**src/common/acr_pkg.sv**
```systemverilog
package acr_pkg;
	localparam logic [7:0] ADDR_Y_OFFSET_UPPER = 8'h13;
	localparam logic [7:0] ADDR_Z_OFFSET_LOWER = 8'h14;
	localparam logic [7:0] ADDR_Z_OFFSET_UPPER = 8'h15;
	localparam logic [7:0] ADDR_MODE_CONTROL = 8'h16;
	localparam logic [7:0] ADDR_FLAG_CLEAR = 8'h17;
	localparam logic [7:0] ADDR_DETECT_CTRL1 = 8'h18;
	localparam logic [7:0] RESET_VALUE = 8'h00;
	// Writable bit masks; other bits read zero
	localparam logic [7:0] MASK_UPPER = 8'h07;
	localparam logic [7:0] MASK_MODE = 8'h7f;
	localparam logic [7:0] MASK_CLEAR = 8'h03;
	// Field positions in mode control
	localparam int POS_SELF_TEST = 4;
	localparam int POS_THREE_WIRE = 5;
	localparam int POS_READY_SUPPRESS = 6;
	// Field positions in detection control one
	localparam int POS_PIN_SWAP = 0;
	localparam int POS_X_DISABLE = 3;
	localparam int POS_BW = 7;
	localparam int POS_THR_SIGN = 6;

	typedef enum logic [1:0] {ACR_STANDBY, ACR_MEASURE, ACR_LEVEL, ACR_PULSE} acr_mode_t;
	typedef enum logic [1:0] {ACR_R8G, ACR_R2G, ACR_R4G, ACR_RBAD} acr_range_t;

	// Decoded configuration handed to the sensing core
	typedef struct packed {
		acr_mode_t mode;
		acr_range_t range_select;
		logic [6:0] counts_per_g;
		logic self_test_on;
		logic three_wire_select;
		logic filter_bandwidth_select;
		logic threshold_sign_option;
		logic [2:0] axis_enable;
		logic [10:0] y_trim_value;
		logic [10:0] z_trim_value;
	} acr_cfg_t;

	// Detection events from the core, one-cycle pulses per axis x,y,z
	typedef struct packed {
		logic [2:0] level_hit;
		logic [2:0] pulse_hit;
		logic [2:0] double_hit;
	} acr_evt_t;
endpackage

```
**src/design/acr_regs.sv**
```systemverilog
// Implementation choice: strobed register access.
module acr_regs (
	// Clock and reset
	input wire logic clk,
	input wire logic rstn,
	// Register port
	input wire logic [7:0] addr,
	input wire logic [7:0] wdata,
	input wire logic wr,
	input wire logic rd,
	output logic [7:0] rdata,
	// Detection core side
	input wire acr_pkg::acr_evt_t evt,
	input wire logic data_ready,
	input wire logic [10:0] y_trim_low_part,
	input wire logic window_nonzero,
	input wire logic latency_nonzero,
	output acr_pkg::acr_cfg_t cfg,
	output logic [7:0] detect_source,
	// Interrupt pins
	output logic first_irq_ready_pin,
	output logic second_irq_pin
);
	import acr_pkg::*;

	logic [7:0] y_offset_upper;
	logic [7:0] z_offset_lower;
	logic [7:0] z_offset_upper;
	logic [7:0] operating_mode_control;
	logic [7:0] interrupt_flag_clear;
	logic [7:0] detection_control_one;
	logic [2:0] x_level_flag_v; // x,y,z level flags packed
	logic [2:0] pulse_flag_v;
	logic first_irq;
	logic second_irq;
	logic clr1;
	logic clr2;
	logic [1:0] irq_source_assign;
	logic [2:0] en;
	logic [2:0] lvl_in;
	logic [2:0] pls_in;
	logic first_set;
	logic second_set;
	logic lvl_to1;
	logic lvl_to2;
	logic pls_to1;
	logic pls_to2;
	logic next_pin1;
	logic next_pin2;

	// Configuration writes; unused bits masked so they read zero
	always_ff @(posedge clk or negedge rstn) begin
		if (!rstn) begin
			y_offset_upper <= RESET_VALUE;
			z_offset_lower <= RESET_VALUE;
			z_offset_upper <= RESET_VALUE;
			operating_mode_control <= RESET_VALUE;
			detection_control_one <= RESET_VALUE;
		end else if (wr) begin
			unique case (addr)
				ADDR_Y_OFFSET_UPPER: y_offset_upper <= wdata & MASK_UPPER;
				ADDR_Z_OFFSET_LOWER: z_offset_lower <= wdata;
				ADDR_Z_OFFSET_UPPER: z_offset_upper <= wdata & MASK_UPPER;
				ADDR_MODE_CONTROL: operating_mode_control <= wdata & MASK_MODE;
				ADDR_DETECT_CTRL1: detection_control_one <= wdata;
				default: ;
			endcase
		end
	end

	// Clear register: a write stores the bits for readback, the action is one cycle
	always_ff @(posedge clk or negedge rstn) begin
		if (!rstn) begin
			interrupt_flag_clear <= RESET_VALUE;
		end else if (wr && addr == ADDR_FLAG_CLEAR) begin
			interrupt_flag_clear <= wdata & MASK_CLEAR;
		end
	end

	assign clr1 = wr && addr == ADDR_FLAG_CLEAR && wdata[0];
	assign clr2 = wr && addr == ADDR_FLAG_CLEAR && wdata[1];
	assign irq_source_assign = detection_control_one[2:1];
	// Event vectors run x,y,z from bit 2 down, while the disable bits run x,y,z upward,
	// so the enable vector is built reversed; a plain slice would mask the wrong axis
	assign en = {~detection_control_one[POS_X_DISABLE],
		~detection_control_one[POS_X_DISABLE + 1],
		~detection_control_one[POS_X_DISABLE + 2]};

	// Axis gating; vector order x,y,z maps to event bit order
	assign lvl_in = evt.level_hit & en;
	assign pls_in = evt.pulse_hit & en;

	// Which flag group each clear affects, by source assignment
	always_comb begin
		lvl_to1 = 1'b0;
		lvl_to2 = 1'b0;
		pls_to1 = 1'b0;
		pls_to2 = 1'b0;
		first_set = 1'b0;
		second_set = 1'b0;
		unique case (irq_source_assign)
			2'b00: begin
				lvl_to1 = 1'b1;
				pls_to2 = 1'b1;
				first_set = |lvl_in;
				second_set = |pls_in;
			end
			2'b01: begin
				pls_to1 = 1'b1;
				lvl_to2 = 1'b1;
				first_set = |pls_in;
				second_set = |lvl_in;
			end
			default: begin
				// Double pulse only when both latency and window are set
				pls_to1 = 1'b1;
				pls_to2 = 1'b1;
				first_set = |pls_in;
				second_set = (window_nonzero && latency_nonzero) ?
					|(evt.double_hit & en) : |pls_in;
			end
		endcase
	end

	// Sticky level flags; a new hit wins over a clear in the same cycle
	always_ff @(posedge clk or negedge rstn) begin
		if (!rstn) begin
			x_level_flag_v <= 3'h0;
		end else begin
			x_level_flag_v <= (x_level_flag_v & ~{3{(clr1 && lvl_to1) || (clr2 && lvl_to2)}})
				| lvl_in;
		end
	end

	// Sticky pulse flags
	always_ff @(posedge clk or negedge rstn) begin
		if (!rstn) begin
			pulse_flag_v <= 3'h0;
		end else begin
			pulse_flag_v <= (pulse_flag_v & ~{3{(clr1 && pls_to1) || (clr2 && pls_to2)}})
				| pls_in;
		end
	end

	// Interrupt flags
	always_ff @(posedge clk or negedge rstn) begin
		if (!rstn) begin
			first_irq <= 1'b0;
			second_irq <= 1'b0;
		end else begin
			first_irq <= (first_irq && !clr1) || first_set;
			second_irq <= (second_irq && !clr2) || second_set;
		end
	end

	// Pin routing; data ready merges onto the first pin unless suppressed
	always_comb begin
		next_pin1 = detection_control_one[POS_PIN_SWAP] ? second_irq : first_irq;
		next_pin2 = detection_control_one[POS_PIN_SWAP] ? first_irq : second_irq;
		if (!operating_mode_control[POS_READY_SUPPRESS]) begin
			next_pin1 = next_pin1 | data_ready;
		end
	end

	always_ff @(posedge clk or negedge rstn) begin
		if (!rstn) begin
			first_irq_ready_pin <= 1'b0;
			second_irq_pin <= 1'b0;
		end else begin
			first_irq_ready_pin <= next_pin1;
			second_irq_pin <= next_pin2;
		end
	end

	// Source register view registered for the output
	always_ff @(posedge clk or negedge rstn) begin
		if (!rstn) begin
			detect_source <= 8'h00;
		end else begin
			detect_source <= {x_level_flag_v, pulse_flag_v, second_irq, first_irq};
		end
	end

	// Decoded configuration, registered so core sees a clean copy
	always_ff @(posedge clk or negedge rstn) begin
		if (!rstn) begin
			cfg <= '0;
		end else begin
			cfg.mode <= acr_mode_t'(operating_mode_control[1:0]);
			cfg.range_select <= acr_range_t'(operating_mode_control[3:2]);
			unique case (operating_mode_control[3:2])
				2'b00: cfg.counts_per_g <= 7'h10;
				2'b01: cfg.counts_per_g <= 7'h40;
				2'b10: cfg.counts_per_g <= 7'h20;
				default: cfg.counts_per_g <= 7'h10;
			endcase
			cfg.self_test_on <= operating_mode_control[POS_SELF_TEST];
			cfg.three_wire_select <= operating_mode_control[POS_THREE_WIRE];
			cfg.filter_bandwidth_select <= detection_control_one[POS_BW];
			cfg.threshold_sign_option <= detection_control_one[POS_THR_SIGN];
			cfg.axis_enable <= en;
			cfg.y_trim_value <= {y_offset_upper[2:0], y_trim_low_part[7:0]};
			cfg.z_trim_value <= {z_offset_upper[2:0], z_offset_lower};
		end
	end

	// Read data one cycle after strobe; unmapped reads zero
	always_ff @(posedge clk or negedge rstn) begin
		if (!rstn) begin
			rdata <= 8'h00;
		end else if (rd) begin
			unique case (addr)
				ADDR_Y_OFFSET_UPPER: rdata <= y_offset_upper;
				ADDR_Z_OFFSET_LOWER: rdata <= z_offset_lower;
				ADDR_Z_OFFSET_UPPER: rdata <= z_offset_upper;
				ADDR_MODE_CONTROL: rdata <= operating_mode_control;
				ADDR_FLAG_CLEAR: rdata <= interrupt_flag_clear;
				ADDR_DETECT_CTRL1: rdata <= detection_control_one;
				default: rdata <= 8'h00;
			endcase
		end else begin
			rdata <= 8'h00;
		end
	end

	// Clear of first flag with no new source event drops it next cycle
	clear_first_a: assert property (@(posedge clk) disable iff (!rstn)
		clr1 && !first_set |=> !first_irq) else $error("first flag not cleared");
	clear_second_a: assert property (@(posedge clk) disable iff (!rstn)
		clr2 && !second_set |=> !second_irq) else $error("second flag not cleared");
	set_wins_a: assert property (@(posedge clk) disable iff (!rstn)
		first_set |=> first_irq) else $error("first flag event lost");
	swap_route_a: assert property (@(posedge clk) disable iff (!rstn)
		detection_control_one[POS_PIN_SWAP] |=> second_irq_pin == $past(first_irq))
		else $error("swapped pin wrong");
	plain_route_a: assert property (@(posedge clk) disable iff (!rstn)
		!detection_control_one[POS_PIN_SWAP] |=> second_irq_pin == $past(second_irq))
		else $error("second pin wrong");
	ready_hidden_a: assert property (@(posedge clk) disable iff (!rstn)
		operating_mode_control[POS_READY_SUPPRESS] && !detection_control_one[POS_PIN_SWAP]
		|=> first_irq_ready_pin == $past(first_irq)) else $error("ready leaked");
	axis_off_a: assert property (@(posedge clk) disable iff (!rstn)
		detection_control_one[POS_X_DISABLE + 2] && !x_level_flag_v[0] && !wr
		|=> !x_level_flag_v[0]) else $error("disabled axis flagged");
	level_hold_a: assert property (@(posedge clk) disable iff (!rstn)
		x_level_flag_v[2] && !clr1 && !clr2 |=> x_level_flag_v[2])
		else $error("level flag lost");
	mode_reg_a: assert property (@(posedge clk) disable iff (!rstn)
		wr && addr == ADDR_MODE_CONTROL ##1 !wr |=> cfg.self_test_on == $past(wdata[4], 2))
		else $error("self test not followed");
	range_2g_a: assert property (@(posedge clk) disable iff (!rstn)
		operating_mode_control[3:2] == 2'b01 |=> cfg.counts_per_g == 7'h40)
		else $error("range count wrong");

	// Remaining valid range codes; a wrong count scales every reading
	range_8g_a: assert property (@(posedge clk) disable iff (!rstn)
		operating_mode_control[3:2] == 2'b00 |=> cfg.counts_per_g == 7'h10)
		else $error("8g count wrong");
	range_4g_a: assert property (@(posedge clk) disable iff (!rstn)
		operating_mode_control[3:2] == 2'b10 |=> cfg.counts_per_g == 7'h20)
		else $error("4g count wrong");

	// Unused register bits must never hold a one
	y_upper_mask_a: assert property (@(posedge clk) disable iff (!rstn)
		y_offset_upper[7:3] == 5'h00) else $error("y upper spare bits set");
	z_upper_mask_a: assert property (@(posedge clk) disable iff (!rstn)
		z_offset_upper[7:3] == 5'h00) else $error("z upper spare bits set");
	mode_spare_a: assert property (@(posedge clk) disable iff (!rstn)
		!operating_mode_control[7]) else $error("mode spare bit set");
	clear_spare_a: assert property (@(posedge clk) disable iff (!rstn)
		interrupt_flag_clear[7:2] == 6'h00) else $error("clear spare bits set");

	// Trim words join the upper three bits onto the lower byte
	y_trim_join_a: assert property (@(posedge clk) disable iff (!rstn)
		1'b1 |=> cfg.y_trim_value == {$past(y_offset_upper[2:0]), $past(y_trim_low_part[7:0])})
		else $error("y trim joined wrong");
	z_trim_join_a: assert property (@(posedge clk) disable iff (!rstn)
		1'b1 |=> cfg.z_trim_value == {$past(z_offset_upper[2:0]), $past(z_offset_lower)})
		else $error("z trim joined wrong");

	// Decoded configuration follows its register bits one cycle later
	mode_follow_a: assert property (@(posedge clk) disable iff (!rstn)
		1'b1 |=> cfg.mode == $past(operating_mode_control[1:0]))
		else $error("mode not followed");
	test_follow_a: assert property (@(posedge clk) disable iff (!rstn)
		1'b1 |=> cfg.self_test_on == $past(operating_mode_control[POS_SELF_TEST]))
		else $error("self test bit not followed");
	wire_follow_a: assert property (@(posedge clk) disable iff (!rstn)
		1'b1 |=> cfg.three_wire_select == $past(operating_mode_control[POS_THREE_WIRE]))
		else $error("wire count not followed");
	bw_follow_a: assert property (@(posedge clk) disable iff (!rstn)
		1'b1 |=> cfg.filter_bandwidth_select == $past(detection_control_one[POS_BW]))
		else $error("bandwidth not followed");
	thr_follow_a: assert property (@(posedge clk) disable iff (!rstn)
		1'b1 |=> cfg.threshold_sign_option == $past(detection_control_one[POS_THR_SIGN]))
		else $error("threshold option not followed");
	axis_cfg_a: assert property (@(posedge clk) disable iff (!rstn)
		1'b1 |=> cfg.axis_enable == $past(en))
		else $error("axis enables not followed");

	// Source assignment decides which detector raises the first flag
	assign_lvl_a: assert property (@(posedge clk) disable iff (!rstn)
		irq_source_assign == 2'b00 && |lvl_in |=> first_irq)
		else $error("level did not raise first flag");
	assign_pls_a: assert property (@(posedge clk) disable iff (!rstn)
		irq_source_assign == 2'b01 && |pls_in |=> first_irq)
		else $error("pulse did not raise first flag");
	// With both timings set, a lone single pulse must not raise the second flag
	double_only_a: assert property (@(posedge clk) disable iff (!rstn)
		irq_source_assign[1] && window_nonzero && latency_nonzero
		&& !(|(evt.double_hit & en)) && !second_irq |=> !second_irq)
		else $error("single pulse raised second flag");

	// Clears empty the flag group routed to them when no new hit arrives
	level_clear_a: assert property (@(posedge clk) disable iff (!rstn)
		clr1 && lvl_to1 && !(|lvl_in) |=> x_level_flag_v == 3'h0)
		else $error("level flags not cleared");
	pulse_clear_a: assert property (@(posedge clk) disable iff (!rstn)
		clr2 && pls_to2 && !(|pls_in) |=> pulse_flag_v == 3'h0)
		else $error("pulse flags not cleared");
	zero_write_a: assert property (@(posedge clk) disable iff (!rstn)
		wr && addr == ADDR_FLAG_CLEAR && !wdata[0] && first_irq |=> first_irq)
		else $error("zero write cleared flag");
	ready_shown_a: assert property (@(posedge clk) disable iff (!rstn)
		!operating_mode_control[POS_READY_SUPPRESS] && data_ready |=> first_irq_ready_pin)
		else $error("ready not shown");
endmodule

```
**config.mk**
```make
export PLATFORM = sky130hd
export DESIGN_NAME = acr_regs
export DESIGN_NICKNAME = d
export VERILOG_FILES = /design/src/common/acr_pkg.sv /design/src/design/acr_regs.sv
export SDC_FILE = /design/constraint.sdc
export NUM_CORES = 1
export LEC_CHECK = 0
export BUFFER_PORTS_ARGS = -buffer_cell sky130_fd_sc_hd__buf_2
export CORE_UTILIZATION = 30
export CTS_CLUSTER_SIZE = 30
export DETAILED_ROUTE_END_ITERATION = 10
export PLACE_DENSITY = 0.48
export SLEW_MARGIN = 20
export SYNTH_ARGS = -nofsm -noshare
export SYNTH_HDL_FRONTEND = slang
export SYNTH_SLANG_ARGS = --single-unit
```
**constraint.sdc**
```tcl
create_clock -name clk -period 3.5 [get_ports clk]
set_input_delay 0.175 -clock clk [delete_from_list [all_inputs] [get_ports clk]]
set_output_delay 0.175 -clock clk [all_outputs]
set_load 0.005 [all_outputs]
```
* After elaboration in Yosys (flattened, before gate mapping)
Cells that the tools add are included.
Storage, ports and cells: register bits after elaboration 97, input port bits 43, output and inout port bits 58, word-level logic and storage cells 84
Cells by class: eq/ne operators 9, mux-type cells 13, bitwise logic cells 13, reductions and logical operators 25
Operator list (count):
- == test 8 x 5 -> 1 bit (second input constant) | 6
- one-hot mux 8 bit (6 select lines) | 1
- AND 3 bit | 5
- one-hot mux 7 bit (2 select lines) | 1
- logical AND 1 bit | 10
- AND reduction 2 bit | 5
- 2-to-1 mux 1 bit | 9
- OR reduction 3 bit | 3
- 2-to-1 mux 8 bit | 1
- inverter 3 bit | 2
- OR 3 bit | 2
- == test 2 x 1 -> 1 bit (second input constant) | 2
- logical OR 1 bit | 4
- inverter 1 bit | 3
- == test 2 bit (second input constant) | 1
- zero test 1 bit | 2
- zero test 2 bit | 1
- one-hot mux 1 bit (2 select lines) | 1
- OR 1 bit | 1

* Longest topological paths before layout
Gate-level depths: netlist of the first run.
depth after elaboration 8, gate-level depth with buffers 6, mapped depth without buffers 4

* Worst setup path before layout of the first run
No wires, ideal clock.
path kind input to register, start input addr[5], end register z_offset_lower[0], library setup time 0.125 ns, arrival 1.407 ns, data required time 3.375 ns, path slack 1.968 ns, stages 4, buffers on the path 0, cell sequence or4b_4 -> nor2_4 -> nand3_2 -> mux2_2
On the way: longest elaborated chain between the ends 2
Ends and longest elaborated chain:
- from (decl) | RTL line acr_regs.sv:7 | input wire logic [7:0] addr,
- == test 8 x 5 -> 1 bit | RTL line acr_regs.sv:60 | unique case (addr)
- AND reduction 2 bit (no line)
- to (signal assigned) | RTL line acr_regs.sv:62 | ADDR_Z_OFFSET_LOWER: z_offset_lower <= wdata;
- to (decl) | RTL line acr_regs.sv:27 | logic [7:0] z_offset_lower;
No other way between the ends. A chain may end at the register's enable or synchronous reset.

* Worst setup path in the final report of the first run
start input addr[5], end register x_level_flag_v[0]
On the way: longest elaborated chain between the ends 8, elaborated cells on any way between the ends 10, those cells by class eq/ne: 1; bitwise: 3; reduce/logical: 6
Ends and longest elaborated chain:
- == test 8 x 5 -> 1 bit (*) | RTL line acr_regs.sv:80, acr_regs.sv:81
- logical AND 1 bit (*) | RTL line acr_regs.sv:80, acr_regs.sv:81
- logical AND 1 bit, on equally long branches | RTL line acr_regs.sv:80, acr_regs.sv:81
- logical AND 1 bit | RTL line acr_regs.sv:130 | x_level_flag_v <= (x_level_flag_v & ~{3{(clr1 && lvl_to1) || (clr2 && lvl_to2)}})
- logical OR 1 bit (*) | RTL line acr_regs.sv:130
- inverter 3 bit (*) | RTL line acr_regs.sv:130
- AND 3 bit (*) | RTL line acr_regs.sv:130
- OR 3 bit (*) | RTL line acr_regs.sv:131 | | lvl_in;
- to (signal assigned) | RTL line acr_regs.sv:130
- to (decl) | RTL line acr_regs.sv:32 | logic [2:0] x_level_flag_v;
Mark *: on every way between the ends. The rest lies on a longest branch, timed or not.

==> results of run 1 <==
-- per-layer routing --
layer / wire, um / up-vias / track usage, %
li1: - / 1050 / -
met2: 3080 / 89 / 19.0
met4: 146 / 0 / 5.71
met3: 586 / 13 / 3.41
met1: 3740 / 1077 / 20.8
met5: 0 / - / 0
-- stage by stage --
stage	instance area, um^2	hold slack (ns)
after floorplan	3460	-0.121
after global placement	4060	0.0689
after detailed placement	4060	0.0709
after CTS	4470	0.0714
after global routing	4470	0.0875
final	4470	0.0783
-- worst max-delay path: stages --
cell     delay [ns]
buf_2          0.11
nor4b_2        0.54
nand4_1        0.30
or3_1          0.47
a21o_1         0.20
-- final timing paths --
kind,startpoint,to,slack (ns)
max reg2reg,detection_control_one[5]$_DFFE_PN0P_,second_irq$_DFF_PN0_,2.02
max,addr[5],x_level_flag_v[0]$_DFF_PN0_,1.93
min in group asynchronous,rstn,cfg[18]$_DFF_PN0_,0.25
min reg2reg,x_level_flag_v[0]$_DFF_PN0_,detect_source[5]$_DFF_PN0_,0.38
min,data_ready,first_irq_ready_pin$_DFF_PN0_,0.08
max in group asynchronous,rstn,operating_mode_control[0]$_DFFE_PN0P_,2.48
-- where the power goes --
group / leakage, nW / total [mW] / internal (mW) / switching (mW)
Clock: 0.156 / 1.02 / 0.626 / 0.397
Combinational: 0.877 / 0.142 / 0.0666 / 0.0758
Sequential: 1.15 / 1.13 / 1.11 / 0.0222
-- registers in the layout (all words and copies together), names as in the netlist --
signal	count
second_irq_pin	1
pulse_flag_v	3
y_offset_upper	3
z_offset_upper	3
operating_mode_control	7
first_irq	1
interrupt_flag_clear	2
detect_source	8
first_irq_ready_pin	1
second_irq	1
cfg	36
z_offset_lower	8
x_level_flag_v	3
detection_control_one	8
rdata	8
-- final cells by class --
class / count / area share, %
Clock buffer: 10 / 5.13
Tap cell: 140 / 3.92
Inverter: 9 / 0.757
Clock inverter: 6 / 1.96
Timing Repair Buffer: 104 / 12.8
Sequential cell: 93 / 52.1
Multi-Input combinational cell: 130 / 23.3
-- synthesized netlist by cell type, drive strengths merged --
| master | number |
|---|---|
| buf | 8 |
| nor3b | 1 |
| or4b | 2 |
| nor4 | 1 |
| and3b | 1 |
| a222oi | 1 |
| mux2i | 7 |
| o221ai | 1 |
| o22ai | 1 |
| ha | 2 |
| nor3 | 3 |
| nor4b | 1 |
| nor2 | 14 |
| a221o | 1 |
| nand4b | 1 |
| o211ai | 1 |
| a211oi | 1 |
| o2bb2ai | 1 |
| nand2 | 10 |
| a2bb2oi | 1 |
| and4 | 1 |
| or2 | 1 |
| nand3 | 4 |
| o21ai | 4 |
| nand2b | 2 |
| nor2b | 8 |
| a32oi | 1 |
| conb | 1 |
| a21o | 7 |
| dfrtp | 93 |
| nand4 | 1 |
| clkbuf | 3 |
| a21oi | 4 |
| a311oi | 1 |
| or3 | 1 |
| a22oi | 5 |
| a221oi | 1 |
| mux2 | 34 |
| inv | 9 |
-- cell usage in the layout (no fill, tap or decap), types with 3 or more instances in the layout --
cell,netlist,routed
dfrtp_1,93,93
inv_1,9,9
mux2_2,34,34
buf_4,4,3
nand3_1,3,3
nor2_1,12,12
a22oi_1,5,5
buf_2,2,92
a21oi_1,4,4
a21o_1,7,7
dlygate4sd3_1,0,9
o21ai_0,4,4
conb_1,1,4
nand2_1,9,9
nor2b_1,8,8
nor3_1,3,3
mux2i_1,7,7
clkbuf_16,0,9
-- logic make-up (layout without fill, tap and decap cells) --
| kind of cell | count (synthesis) | after routing | synth area share [%] |
|---|---|---|---|
| flip-flops | 93 | 93 | 67.5 |
| AND/OR/NAND/NOR | 52 | 52 | 9.36 |
| multiplexers | 41 | 41 | 13.1 |
| AO/OA/AOI/OAI | 31 | 31 | 6.49 |
| buffers and inverters | 20 | 129 | 2.72 |
| adder cells (fa/ha/maj) | 2 | 2 | 0.725 |
| other | 1 | 4 | 0.109 |
==> key figures, run 1 <==
GRT
  • Largest net degree at the start of global routing: 40
  • Initial antenna violation count: 0
  • GRT Resource Usage Total: between 10% and 20%
  • Vias in the first global route: 2,251
  • Grt total ovfl: 0
  • First-pass GRT wire length: between 10,000 and 15,000 um

Clock network
  • Quantity of hold-fixing buffers added after cts: 9
  • Clock Latency Late Sink: between 0.3 and 0.4 ns
  • H-Tree Depth: 3
  • Clock tree from TritonCTS: yes
  • CTS Sinks: 93
  • CTS Buf Count: 9
  • CTS resizes: 0
  • Max Root-Sink Buffers: 2
  • Post-CTS Repair Setup Buffers: 0
  • Clock root buffer: clkbuf_16
  • Reg clk slew, reported paths: 0.06 ns

Finish
  • Layout Nets: 392
  • Util after Layout: 40.5%
  • Diodes inserted: 0
  • Layout area overhead: 29.5%
  • Share of layout cells above drive strength 1: 43.2%
  • Sequential cell area: about 2300 um^2
  • Multi-input combinational cell area: 1040 um^2
  • Final non-filler cell total: 492
  • Fill cell count: between 1,000 and 1,500

Logic synthesis
  • Distinct cell type count after synthesis: 46
  • Synth area leader: dfrtp_1
  • Synthesis-stage register bit count: between 90 and 100
  • Post-Syn Area per Cell: around 14 um^2
  • Main area contributors after synthesis: dfrtp_1, mux2_2, mux2i_1
  • Syn. warnings: 0
  • Synthesized cell area: 3450 um^2
  • Post-synthesis sequential area ratio: 67.5%
  • Post-Synthesis Cells: 240
  • Post-synth top area share: 67.5%

Floorplan
  • Core box area: 11,000 um^2
  • Full die area: 11,900 um^2
  • Ports: roughly 100
  • Starting density of the core: 31.3%
  • Die Wd: 109 um
  • Die height: around 110 um
  • Row count: 38

Route
  • Via Count: 2,229
  • Initial DRC Count: 77
  • Vias per cell: 4.53
  • Post-DRT Antenna Nets: 0
  • DRC viols: 0
  • Final WL: 7550 um
  • WL/cell: 15.3 um
  • Pre-antenna DRT Iters: 4

Timing
  • Worst clock skew: between 0.003 and 0.004 ns
  • Final worst slack: a little under 2 ns
  • Final setup viols: 0
  • Rel. slew slack: 58.6%
  • Fin crit share: about 45%
  • Slew at the pin with the worst max-slew slack: 0.616 ns
  • Setup TNS: 0 ns
  • Max frequency: 636 MHz
  • Final number of hold-violating endpoints: 0
  • Period minus WS final: roughly 1.6 ns
  • Unrepaired setup endpoints after global routing: false
  • Final Max Tran Viols: 0

Worst setup path
  • R2R cell count: 4
  • Worst Path Max Fanout: 5
  • Crit Path Category: in -> reg
  • CP Capture Type: flop
  • Startpoint Class: input pin
  • WP data required: about 3.7 ns
  • Crit path arrival time: 1.79 ns

Placed design
  • Inst Count DP: 467
  • Final RePlAce weighted congestion: 0.731
  • Port Buffers: 93
  • Pre-CTS setup slack: 1.56 ns
  • DP HPWL: 5300 um

Min path
  • Worst Hold Path Cells: 3
  • Min-Delay Path Class: in -> reg

Power and ir drop
  • Power Dens Cells: 515 nW/um^2
  • Post-layout power: 2.30 mW
  • Worst IR drop on VDD: around 270 uV
  • LEAKAGE: approximately 2.2 nW

Run status
  • Outcome: finished, final reports clean

Run
  • Total of max-cap violations: 0
No activity file was read; power rests on OpenSTA's default activity.
==> run 2: changes to the inputs <==
Clock period 3.5 ns to 1.6 ns, I/O delays scaled along.
==> run 2 against run 1 <==
Global-route usage grew 0.60 points. Power grew 120%. Sequential cell count is the same. Register-to-register slack lost 1.9 ns. Die area is the same. Design area grew 3.4%.
==> key figures, run 2 (synthesis results as in run 1) <==
Finish
  • Diodes inserted: 0 (unchanged)
  • Fill cell count: 1,081 (-0.55%)
  • Layout Nets: 410 (+4.6%)
  • Top reg by flops: cfg
  • Commonest non-fill, non-tap cells in the layout: dfrtp_1, buf_2, mux2_2
  • Share of layout cells above drive strength 1: 45.4% (+2.2 points)
  • Number of flip-flops under the largest register name: 36 (unchanged)
  • Util after Layout: 41.9% (+1.4 points)
  • Layout area overhead: 33.9%

Worst setup path
  • Worst Path Max Fanout: 5 (unchanged)
  • Cell Chain, Critical Path: inv_1 > a222oi_1 > mux2i_1 > a221o_1
  • Worst reg2reg endpoint: second_irq$_DFF_PN0_
  • Crit-path slowest cell: dfrtp_1
  • Worst r2r src: detection_control_one[4]$_DFFE_PN0P_
  • CP Capture Type: flop
  • Worst path max stage delay: 0.45 ns (-0.09 ns)
  • Startpoint Class: flop
  • Worst R2R Setup Slack: 0.12 ns (-1.90 ns)
  • Crit Path Category: reg -> reg
  • WP depth: 4 (-1)
  • Worst path top cell family by delay: compound AO/OA/AOI/OAI gates
  • Crit path buf inv count: 1 (unchanged)
  • WP data required: 1.82 ns (-1.90 ns)
  • Crit path arrival time: 1.70 ns (-0.09 ns)
  • R2R cell count: 4 (unchanged)

Clock network
  • CTS Buf Count: 9 (unchanged)
  • Reg clk slew, reported paths: 0.07 ns (about the same)
  • Post-CTS Repair Setup Buffers: 0 (unchanged)
  • Max Root-Sink Buffers: 2 (unchanged)
  • Clock root buffer: clkbuf_16
  • CTS Sinks: 93 (unchanged)
  • Clock tree from TritonCTS: yes
  • H-Tree Depth: 3 (unchanged)
  • Clock Latency Late Sink: 0.34 ns (about the same)

Power and ir drop
  • LEAKAGE: 2.27 nW (+3.7%)
  • Power Dens Cells: 1080 nW/um^2 (+110%)
  • Post-layout power: 5.00 mW (+120%)
  • Worst IR drop on VDD: 649 uV (+140%)

Placed design
  • Port Buffers: 93 (unchanged)
  • DP HPWL: 5610 um (+5.9%)
  • Final RePlAce weighted congestion: 0.748 (+2.4%)

Route
  • Pre-antenna DRT Iters: 4 (unchanged)
  • Initial DRC Count: 59 (-23%)
  • DRC viols: 0 (unchanged)
  • WL/cell: 15.4 um (+0.24%)
  • Post-DRT Antenna Nets: 0 (unchanged)
  • Vias per cell: 4.50 (-0.63%)
  • Via Count: 2,296 (+3.0%)
  • Final WL: 7850 um (+3.9%)

GRT
  • First-pass GRT wire length: 12,500 um (+3.0%)
  • Initial antenna violation count: 0 (unchanged)
  • Largest net degree at the start of global routing: 39 (-2.5%)
  • Grt total ovfl: 0 (unchanged)
  • Vias in the first global route: 2,408 (+7.0%)
  • GRT Resource Usage Total: 14.5% (+0.60 points)

Timing
  • Unrepaired setup endpoints after global routing: false
  • Worst clock skew: 0.00457 ns (+0.000875 ns)
  • Max frequency: 676 MHz
  • Fin crit share: 92.4%
  • Period minus WS final: 1.48 ns
  • Final setup viols: 0 (unchanged)
  • Final number of hold-violating endpoints: 0 (unchanged)
  • Final Max Tran Viols: 0 (unchanged)

Floorplan
  • Die height: 109 um (unchanged)
  • Starting density of the core: 31.3% (unchanged)
  • Core box area: 11,000 um^2 (unchanged)
  • Row count: 38 (unchanged)
  • Full die area: 11,900 um^2 (unchanged)
  • Ports: 101 (unchanged)
  • Die Wd: 109 um (unchanged)

Min path
  • Hold path start: wdata[5]
  • Min-Delay Path Class: in -> reg
  • Worst Hold Path Cells: 2 (-1)
  • Hold endpoint: z_offset_lower[5]$_DFFE_PN0P_

Run status
  • Outcome: finished, final reports clean

Run
  • Total of max-cap violations: 0 (unchanged)
-- run 2: cell count changes in the layout (fill, tap and decap cells not counted) --
cell           before  now
buf_12              0    1
buf_4               3   16
bufinv_16           2    1
clkbuf_1            1    0
clkbuf_8            0    2
clkinv_2            2    1
clkinv_4            2    1
clkinvlp_4          0    2
dfrtp_1            93   92
dfrtp_2             0    1
dlygate4sd3_1       9   13
-- run 2: metal layers --
| metal | global-route usage (%) | wire length [um] | vias to the layer above |
|---|---|---|---|
| met2 | 21.1 | 3330 | 89 |
| met1 | 20.1 | 3860 | 1118 |
| met3 | 4.60 | 533 | 9 |
| li1 | - | - | 1080 |
| met5 | 0 | 0 | - |
| met4 | 5.71 | 118 | 0 |
-- run 2: final cells by class --
type	instances	area, um^2	share of cell area, %
multi-input combinational	130	1040	22.5
inverter	9	33.8	0.731
clock buffer	11	253	5.47
sequential	93	2330	50.4
tap	140	175	3.79
timing repair buffer	122	731	15.8
clock inverter	5	58.8	1.27
-- run 2: how the worst max path moves through the flow --
| stage | startpoint | to | slack, ns |
|---|---|---|---|
| final | detection_control_one[4]$_DFFE_PN0P_ | second_irq$_DFF_PN0_ | 0.12 |
| after global routing | detection_control_one[4]$_DFFE_PN0P_ | second_irq$_DFF_PN0_ | 0.005 |
| after CTS | detection_control_one[5]$_DFFE_PN0P_ | second_irq$_DFF_PN0_ | 0.05 |
| after detailed placement | addr[5] | z_offset_upper[0]$_DFFE_PN0P_ | -0.07 |
| after global placement | addr[5] | z_offset_upper[0]$_DFFE_PN0P_ | -0.04 |
| after floorplan | addr[5] | z_offset_lower[0]$_DFFE_PN0P_ | 0.16 |
-- run 2: what timing repair did --
item                                    CTS  global route
hold buffers                             13             0
endpoints found under the setup margin    0             1
endpoints found under the hold margin    45             0
gates resized for setup                   0             1
-- run 2: per-stage QoR --
stage | TNS [ns] | std cells | setup slack (ns) | hold WS (ns) | area (um^2)
after detailed placement | -0.815 | 481 | -0.0685 | 0.0516 | 4180
after global routing | 0 | 510 | 0.00481 | 0.00647 | 4620
after floorplan | 0 | 243 | 0.163 | -0.216 | 3460
final | 0 | 510 | 0.121 | 0.00676 | 4620
after global placement | -0.538 | 481 | -0.0436 | 0.0506 | 4180
after CTS | 0 | 510 | 0.0547 | 0.00309 | 4620
-- run 2: where the power goes --
part	switching [mW]	total (mW)	internal, mW
clock network	0.875	2.17	1.29
logic	0.176	0.343	0.167
registers	0.0505	2.48	2.43
